[src/verilog/clcd_map.svh]
// constants for the character display command decoder: timing, sizes, resets
// assumes a 20 MHz core clock and a host that keeps its own bus timing
`ifndef CLCD_MAP_SVH
`define CLCD_MAP_SVH

`define CLCD_CLK_MHZ 20
`define CLCD_OSC_KHZ 270
`define CLCD_T_LONG_NS 1530000
`define CLCD_T_CMD_NS 39000
`define CLCD_T_DATA_NS 43000
`define CLCD_CYC(ns) ((((ns) * `CLCD_CLK_MHZ) + 999) / 1000)

`define CLCD_DD_LAST 7'h7F
`define CLCD_CG_BASE 8'h80
`define CLCD_MEM_DEPTH 192
`define CLCD_FIFO_DEPTH 16
`define CLCD_CLEAR_FILL 8'h00

`define CLCD_RST_WIDTH8 1'b1
`define CLCD_RST_INC 1'b1
`define CLCD_RST_OFF 1'b0

`endif

[src/verilog/clcd_pkg.sv]
// types shared by the character display command decoder, its checker and its bench
// assumes clcd_map.svh supplies the numeric constants
`default_nettype none
package clcd_pkg;

  typedef struct packed {
    logic select;
    logic readSel;
    logic [7:0] data;
  } clcd_cmd_s;

  typedef struct packed {
    logic select;
    logic readSel;
    logic enable;
    logic [7:0] data;
  } clcd_pins_s;

  typedef enum logic {ST_IDLE, ST_EXEC} clcd_exec_e;

  typedef struct packed {
    logic displayOn;
    logic cursorOn;
    logic blinkOn;
    logic busWidthSelect;
    logic twoLines;
    logic tallFont;
    logic entryIncrement;
    logic wholeViewScrollEnable;
  } clcd_mode_s;

  typedef struct packed {
    clcd_pins_s sync1;
    clcd_pins_s sync2;
    logic enPrev;
    clcd_exec_e state;
    logic [15:0] count;
    logic clearing;
    logic [6:0] clearIdx;
    logic [6:0] ramPointer;
    logic glyphSel;
    logic [6:0] viewShift;
    clcd_mode_s mode;
    logic nibbleLow;
    logic [3:0] hiNibble;
    logic [7:0] dataOut;
    logic dataOe;
  } clcd_state_s;

endpackage
`default_nettype wire

[src/verilog/clcd_fifo.sv]
// small synchronous queue with valid/ready on both sides
// assumes one clock and an active-low asynchronous reset
`default_nettype none
module clcd_fifo #(
  parameter int WIDTH = 10,
  parameter int DEPTH = 16
) (
  // clock and reset
  input wire logic clk,
  input wire logic resetn,
  // filling side
  input wire logic [WIDTH-1:0] inData,
  input wire logic inValid,
  output logic inReady,
  // draining side
  output logic [WIDTH-1:0] outData,
  output logic outValid,
  input wire logic outReady
);
  localparam int AW = $clog2(DEPTH);

  typedef struct packed {
    logic [AW-1:0] wr;
    logic [AW-1:0] rd;
    logic [AW:0] count;
  } clcd_fifo_s;

  clcd_fifo_s q;
  clcd_fifo_s d;
  logic [WIDTH-1:0] store [DEPTH];
  logic push;
  logic pop;

  assign inReady = (q.count != (AW+1)'(DEPTH));
  assign outValid = (q.count != '0);
  assign outData = store[q.rd];
  assign push = inValid & inReady;
  assign pop = outValid & outReady;

  always_comb begin
    d = q;
    if (push) begin
      d.wr = (q.wr == AW'(DEPTH - 1)) ? '0 : AW'(q.wr + 1'b1);
    end
    if (pop) begin
      d.rd = (q.rd == AW'(DEPTH - 1)) ? '0 : AW'(q.rd + 1'b1);
    end
    if (push && !pop) begin
      d.count = (AW+1)'(q.count + 1'b1);
    end else if (pop && !push) begin
      d.count = (AW+1)'(q.count - 1'b1);
    end
  end

  always_ff @(posedge clk or negedge resetn) begin
    if (!resetn) begin
      q <= '0;
    end else begin
      q <= d;
    end
  end

  always_ff @(posedge clk) begin
    if (push) begin
      store[q.wr] <= inData;
    end
  end

endmodule
`default_nettype wire

[src/verilog/clcd_command_decoder.sv]
// character display command decoder: parallel host port, queue, executor,
// display and glyph memories
// assumes the host pins are asynchronous and held steady around each strobe
`include "clcd_map.svh"
`default_nettype none

module clcd_command_decoder
  import clcd_pkg::*;
#(
  parameter int OSC_KHZ = `CLCD_OSC_KHZ,
  parameter int LONG_CYCLES = `CLCD_CYC(`CLCD_T_LONG_NS) * `CLCD_OSC_KHZ
    / OSC_KHZ
) (
  // clock and reset
  input wire logic clk,
  input wire logic resetn,
  // host bus pins
  input wire logic instrDataSelect,
  input wire logic readNotWrite,
  input wire logic enable,
  input wire logic [7:0] busDataIn,
  output logic [7:0] busDataOut,
  output logic busDataOe,
  // status and configuration
  output logic internalOpFlag,
  output logic cmdAccept,
  output logic [6:0] ramPointer,
  output logic glyphSelect,
  output logic [6:0] viewShift,
  output clcd_pkg::clcd_mode_s mode
);
  import clcd_pkg::*;

  localparam int CMD_CYCLES = `CLCD_CYC(`CLCD_T_CMD_NS) * `CLCD_OSC_KHZ
    / OSC_KHZ;
  localparam int DATA_CYCLES = `CLCD_CYC(`CLCD_T_DATA_NS) * `CLCD_OSC_KHZ
    / OSC_KHZ;
  localparam logic [15:0] LONG_LOAD = 16'(LONG_CYCLES - 1);
  localparam logic [15:0] CMD_LOAD = 16'(CMD_CYCLES - 1);
  localparam logic [15:0] DATA_LOAD = 16'(DATA_CYCLES - 1);

  clcd_state_s q;
  clcd_state_s d;
  clcd_cmd_s pushCmd;
  clcd_cmd_s popCmd;
  logic [$bits(clcd_cmd_s)-1:0] popRaw;
  logic pushValid;
  logic popValid;
  logic popReady;
  logic enRise;
  logic enFall;
  logic nibbleMode;
  logic lastPart;
  logic [7:0] rdByte;
  logic [7:0] memQ;
  logic memWe;
  logic [7:0] memWaddr;
  logic [7:0] memWdata;
  logic [7:0] charMem [`CLCD_MEM_DEPTH];

  // glyph memory sits above the display memory in one array
  function automatic logic [7:0] memAddr(input logic glyph,
                                         input logic [6:0] ptr);
    memAddr = glyph ? 8'(`CLCD_CG_BASE + {2'h0, ptr[5:0]}) : {1'b0, ptr};
  endfunction

  // pointer step; glyph addresses wrap within six bits
  function automatic logic [6:0] stepPtr(input logic [6:0] ptr,
                                         input logic up,
                                         input logic glyph);
    logic [6:0] nxt;
    nxt = up ? 7'(ptr + 7'h01) : 7'(ptr - 7'h01);
    stepPtr = glyph ? {1'b0, nxt[5:0]} : nxt;
  endfunction

  clcd_fifo #(
    .WIDTH($bits(clcd_cmd_s)),
    .DEPTH(`CLCD_FIFO_DEPTH)
  ) cmdQueue (
    .clk(clk),
    .resetn(resetn),
    .inData(pushCmd),
    .inValid(pushValid),
    .inReady(cmdAccept),
    .outData(popRaw),
    .outValid(popValid),
    .outReady(popReady)
  );

  assign popCmd = clcd_cmd_s'(popRaw);
  assign enRise = q.sync2.enable & ~q.enPrev;
  assign enFall = ~q.sync2.enable & q.enPrev;
  assign nibbleMode = ~q.mode.busWidthSelect;
  assign lastPart = ~nibbleMode | q.nibbleLow;
  assign popReady = (q.state == ST_IDLE);
  assign internalOpFlag = (q.state == ST_EXEC) | popValid;
  // busy flag and pointer straight from state, no queueing
  assign rdByte = q.sync2.select ? memQ
                                 : {internalOpFlag, q.ramPointer};

  always_comb begin
    d = q;
    pushValid = 1'b0;
    pushCmd = '0;
    memWe = 1'b0;
    memWaddr = 8'h00;
    memWdata = 8'h00;

    // host pins pass two stages before anything looks at them
    d.sync1 = '{select: instrDataSelect, readSel: readNotWrite,
                enable: enable, data: busDataIn};
    d.sync2 = q.sync1;
    d.enPrev = q.sync2.enable;

    // reads: present the byte, or its nibble, while the strobe is high
    if (enRise && q.sync2.readSel) begin
      d.dataOe = 1'b1;
      if (!nibbleMode) begin
        d.dataOut = rdByte;
      end else if (q.nibbleLow) begin
        d.dataOut = {rdByte[3:0], 4'h0};
      end else begin
        d.dataOut = {rdByte[7:4], 4'h0};
      end
    end
    if (!q.sync2.enable) begin
      d.dataOe = 1'b0;
    end

    // strobe end: pair nibbles, then queue all but busy reads
    if (enFall) begin
      if (nibbleMode) begin
        d.nibbleLow = ~q.nibbleLow;
      end
      if (!lastPart) begin
        d.hiNibble = q.sync2.data[7:4];
      end
      pushValid = lastPart & ~(q.sync2.readSel & ~q.sync2.select);
      pushCmd.select = q.sync2.select;
      pushCmd.readSel = q.sync2.readSel;
      pushCmd.data = nibbleMode ? {q.hiNibble, q.sync2.data[7:4]}
                                : q.sync2.data;
    end

    case (q.state)
      ST_IDLE: begin
        if (popValid) begin
          d.state = ST_EXEC;
          d.count = CMD_LOAD;
          if (popCmd.select) begin
            d.count = DATA_LOAD;
            d.ramPointer = stepPtr(q.ramPointer, q.mode.entryIncrement,
                                   q.glyphSel);
            if (!popCmd.readSel) begin
              memWe = 1'b1;
              memWaddr = memAddr(q.glyphSel, q.ramPointer);
              memWdata = popCmd.data;
              if (q.mode.wholeViewScrollEnable && !q.glyphSel) begin
                d.viewShift = q.mode.entryIncrement ? 7'(q.viewShift + 7'h01)
                                                    : 7'(q.viewShift - 7'h01);
              end
            end
          end else begin
            casez (popCmd.data)
              8'b1???????: begin
                d.ramPointer = popCmd.data[6:0];
                d.glyphSel = 1'b0;
              end
              8'b01??????: begin
                d.ramPointer = {1'b0, popCmd.data[5:0]};
                d.glyphSel = 1'b1;
              end
              8'b001?????: begin
                d.mode.busWidthSelect = popCmd.data[4];
                d.mode.twoLines = popCmd.data[3];
                d.mode.tallFont = popCmd.data[2];
                d.nibbleLow = 1'b0;
              end
              8'b0001????: begin
                if (popCmd.data[3]) begin
                  d.viewShift = popCmd.data[2] ? 7'(q.viewShift - 7'h01)
                                               : 7'(q.viewShift + 7'h01);
                end else begin
                  d.ramPointer = stepPtr(q.ramPointer, popCmd.data[2],
                                         q.glyphSel);
                end
              end
              8'b00001???: begin
                d.mode.displayOn = popCmd.data[2];
                d.mode.cursorOn = popCmd.data[1];
                d.mode.blinkOn = popCmd.data[0];
              end
              8'b000001??: begin
                d.mode.entryIncrement = popCmd.data[1];
                d.mode.wholeViewScrollEnable = popCmd.data[0];
              end
              8'b0000001?: begin
                d.ramPointer = 7'h00;
                d.glyphSel = 1'b0;
                d.viewShift = 7'h00;
                d.count = LONG_LOAD;
              end
              8'b00000001: begin
                d.ramPointer = 7'h00;
                d.glyphSel = 1'b0;
                d.clearing = 1'b1;
                d.clearIdx = 7'h00;
                d.count = LONG_LOAD;
              end
              default: begin
                d.count = CMD_LOAD;
              end
            endcase
          end
        end
      end
      ST_EXEC: begin
        if (q.clearing) begin
          memWe = 1'b1;
          memWaddr = {1'b0, q.clearIdx};
          memWdata = `CLCD_CLEAR_FILL;
          d.clearIdx = 7'(q.clearIdx + 7'h01);
          if (q.clearIdx == `CLCD_DD_LAST) begin
            d.clearing = 1'b0;
          end
        end
        if (q.count != 16'h0000) begin
          d.count = 16'(q.count - 16'h0001);
        end else if (!q.clearing) begin
          d.state = ST_IDLE;
        end
      end
      default: begin
        d.state = ST_IDLE;
      end
    endcase
  end

  always_ff @(posedge clk or negedge resetn) begin
    if (!resetn) begin
      q <= '0;
      q.state <= ST_IDLE;
      q.mode.busWidthSelect <= `CLCD_RST_WIDTH8;
      q.mode.entryIncrement <= `CLCD_RST_INC;
      q.mode.displayOn <= `CLCD_RST_OFF;
    end else begin
      q <= d;
    end
  end

  always_ff @(posedge clk) begin
    if (memWe) begin
      charMem[memWaddr] <= memWdata;
    end
    memQ <= charMem[memAddr(q.glyphSel, q.ramPointer)];
  end

  assign busDataOut = q.dataOut;
  assign busDataOe = q.dataOe;
  assign ramPointer = q.ramPointer;
  assign glyphSelect = q.glyphSel;
  assign viewShift = q.viewShift;
  assign mode = q.mode;

endmodule
`default_nettype wire

[config.mk]
export PLATFORM = sky130hd
export DESIGN_NAME = clcd_command_decoder
export DESIGN_NICKNAME = d
export VERILOG_FILES = /design/src/verilog/clcd_pkg.sv /design/src/verilog/clcd_fifo.sv /design/src/verilog/clcd_command_decoder.sv
export VERILOG_INCLUDE_DIRS = /design/src /design/src/verilog
export SDC_FILE = /design/constraint.sdc
export NUM_CORES = 2
export LEC_CHECK = 0
export BUFFER_PORTS_ARGS = -buffer_cell sky130_fd_sc_hd__buf_2
export CAP_MARGIN = 25
export CORE_ASPECT_RATIO = 1.25
export CORE_MARGIN = 5
export CORE_UTILIZATION = 50
export CTS_CLUSTER_DIAMETER = 100
export CTS_CLUSTER_SIZE = 40
export DETAILED_ROUTE_END_ITERATION = 6
export HOLD_SLACK_MARGIN = 0.05
export PLACE_DENSITY = 0.75
export SLEW_MARGIN = 5
export SYNTH_ARGS = -nofsm -noshare
export SYNTH_HDL_FRONTEND = slang
export SYNTH_SLANG_ARGS = --single-unit
[constraint.sdc]
create_clock -name clk -period 17.2 [get_ports clk]
set_input_delay 0.86 -clock clk [delete_from_list [all_inputs] [get_ports clk]]
set_output_delay 0.86 -clock clk [all_outputs]
set_load 0.01 [all_outputs]
==> results.md <==
- # Post-CTS Setup Buffers: 0
- Met3 Usage GRT: 0.02684
- Worst-Skew Late Latency: 0.71 ns
- CP Max Fanout: 49
- Die Wd: 348.1 µm
- GR Util All Layers: 0.2037
- Max VDD drop: 99.42 µV
- First-pass GRT wire length: 228000 µm
- DR WL/cell: 29.58 µm
- Clock skew: 0.05829 ns
- Vertical die dimension: 432.6 µm
- Layout cell share with drive strength beyond 1: 0.2412
- Number of synthesized flops with an enable pin: 1696
- Port Buffer Count: 46
- Met2 usage: 0.3499
- WP data arrival: 5.42 ns
- Num CTS Buffers: 51
- DRT Wirelength: 154400 µm
- CTS resizes: 0
- Post-DP HPWL: 94330 µm
- CTS clock-pin slew for the worst setup and hold paths: 0.14 ns
- Cells on worst reg2reg path: 7
- CTS tree: yes
- Distinct cell type count of the synthesized netlist: 80
- MaxCap Viol Count: 0
- Fmax achieved: 205.0 MHz
- Number of global-route vias before repair: 32780
- Global Route met1 Usage: 0.2800
- Root Buffer: clkbuf_16
- TritonRoute pass-1 iters: 6
- Final net count: 3332
- # DRC: 0
- Post-synth top area share: 0.7129
- Async S/R FF share, synth: 0.05438
- Starting DRT DRC Count: 3952
- Largest net degree at the start of global routing: 193
- Grt ovf: 0
- Placer Congestion: 0.8066
- Worst Path Required: 17.74 ns
- WHS Path Cells: 1
- PwrDens: 132.9 nW/µm²
- Post-synthesis cell area: 71440 µm²
- Main synth FF type: edfxtp_1
- Final min period: 4.879 ns
- Sequential area share after synthesis: 0.7495
- Clk sinks: 1802
- FF+latch count, synth: 1802
- Setup crit end kind: flop
- Initial antenna violation count: 0
- Site Rows: 155
- Worst min path class: in -> reg
- Routed vias/inst: 6.289
- Io pins: 47
- P&R area growth vs syn: 5.266%
- Crit Path Class: reg -> reg
- Area contributors post-synth: edfxtp_1 71%, mux4_2 17%, dfrtp_1 3.4%
- Mapped Avg Cell Area: 21.29 µm²
- Syn Nets: 3386
- Final hold vios: 0
- Core area: 142300 µm²
- Initial Util: 0.5019
- TNS Setup: 0 ns
- Via count: 32810
- Clock Tree Buf Depth: 3
- YS warnings: 0
- Final core occ: 0.5283
- Relative slew slack: 0.2783
- Final setup viols: 0
- Die ar.: 150600 µm²
- Routed Antenna Nets: 0
- Worst-Margin Slew: 1.083 ns
- RSZ-0062 raised after global routing: no
- Grt peak-use layer: met2
- Synth cell count leaders: 1696 x edfxtp_1, 540 x mux4_2, 250 x nor2_1
- H-Tree Depth: 2
- Pleak: 22.53 nW
- Period utilisation layout: 0.2837
- Most frequent cell after synthesis: edfxtp_1
- Synth area leader: edfxtp_1
- Status: completed
- Synth Instances: 3356
- Worst Setup Start Kind: flop
- Final Max Tran Viols: 0
[final cells by class]
class,instances,area [µm²]
Antenna cell,1,2.502
Multi-Input combinational cell,1306,16780
Sequential cell,1802,53560
Tap cell,1884,2357
Inverter,26,97.59
Fill cell,10660,67150
Timing Repair Buffer,115,909.6
Clock inverter,5,107.6
Clock buffer,79,1381
[per-stage QoR]
step	cells	cell area (µm²)	power (mW)	hold slack [ns]	worst slack [ns]
2_1_floorplan	3356	71440	7.407	0.3312	9.189
3_3_place_gp	5117	73490	8.262	0.3369	12.17
3_5_place_dp	5123	73580	8.304	0.3347	12.21
4_1_cts	5208	75080	10.03	0.2226	12.21
5_1_grt	5217	75200	10.36	0.2213	11.87
6_report	5218	75200	9.991	0.2592	12.32
[layout by cell type, fill, tap and decap left out, drive strengths merged, types with 7 or more instances in the layout]
cell,n
ha,16
a21oi,28
nor3,14
o21ai,42
dfxtp,8
a31oi,15
mux2i,34
mux2,21
nor2,277
edfxtp,1696
mux4,545
and3,9
nand2,107
a21boi,9
nor3b,8
o211ai,7
and2,19
nand3,25
buf,114
dfrtp,96
xnor2,12
nor2b,15
clkbuf,79
inv,26
nand2b,7
[registers in the layout, summed over array words and instances (netlist names)]
name / count
busDataOe: 1
busDataOut: 8
charMem: 1536
cmdQueue.q: 13
cmdQueue.store: 160
d: 12
glyphSelect: 1
memQ: 8
mode: 8
q: 41
ramPointer: 7
viewShift: 7
[worst max-delay path, stage by stage (launching register included)]
cell	delay [ns]
dfrtp_4	1.01
buf_4	0.86
buf_4	0.85
mux4_2	0.64
mux4_2	0.51
mux4_2	0.51
nand2_1	0.14
a31oi_1	0.12
[power breakdown]
part | internal, mW | leakage (nW) | switching, mW
Combinational | 1.47 | 5.39 | 1.61
Clock | 0.602 | 0.710 | 1.19
Sequential | 4.92 | 16.4 | 0.201
Total | 6.99 | 22.5 | 3.00
[worst paths after layout]
kind | from | endpoint | slack [ns]
worst min register to register | d[72]$_DFF_PN0_ | q[72]$_DFF_PN0_ | 0.37
worst max-delay path | ramPointer[0]$_DFFE_PN0P_ | memQ[1]$_DFF_P_ | 12.32
worst min-delay path | busDataIn[2] | d[65]$_DFF_PN0_ | 0.26
worst max register to register | ramPointer[0]$_DFFE_PN0P_ | memQ[1]$_DFF_P_ | 12.32
min in group asynchronous | resetn | busDataOut[4]$_DFFE_PN0P_ | 0.55
max in group asynchronous | resetn | mode[1]$_DFFE_PN1P_ | 15.56
[timing repair]
action                                  CTS  global route
hold buffers                              1             0
hold endpoints to repair                 19             0
endpoints found under the setup margin    0             0
[metal layers]
| metal | up-vias | wire length (µm) |
|---|---|---|
| li1 | 13590 | - |
| met1 | 17550 | 57550 |
| met2 | 1462 | 80140 |
| met3 | 219 | 12130 |
| met4 | 0 | 4530 |
| met5 | - | 0 |
[cells by family (layout without fill, tap and decap cells)]
kind of cell | count (synthesis) | count (layout) | share of synthesized area
AOI/OAI and AO/OA | 157 | 157 | 0.01561
xor gates and xnor gates | 18 | 18 | 0.002207
adders and majority gates | 17 | 17 | 0.003082
buffers and inverters | 248 | 225 | 0.01653
DFF | 1802 | 1802 | 0.7495
muxes | 600 | 600 | 0.1801
other | 0 | 1 | 0
and+or+nand+nor | 514 | 514 | 0.03293
Note: power is estimated with default switching activity, not from simulation.
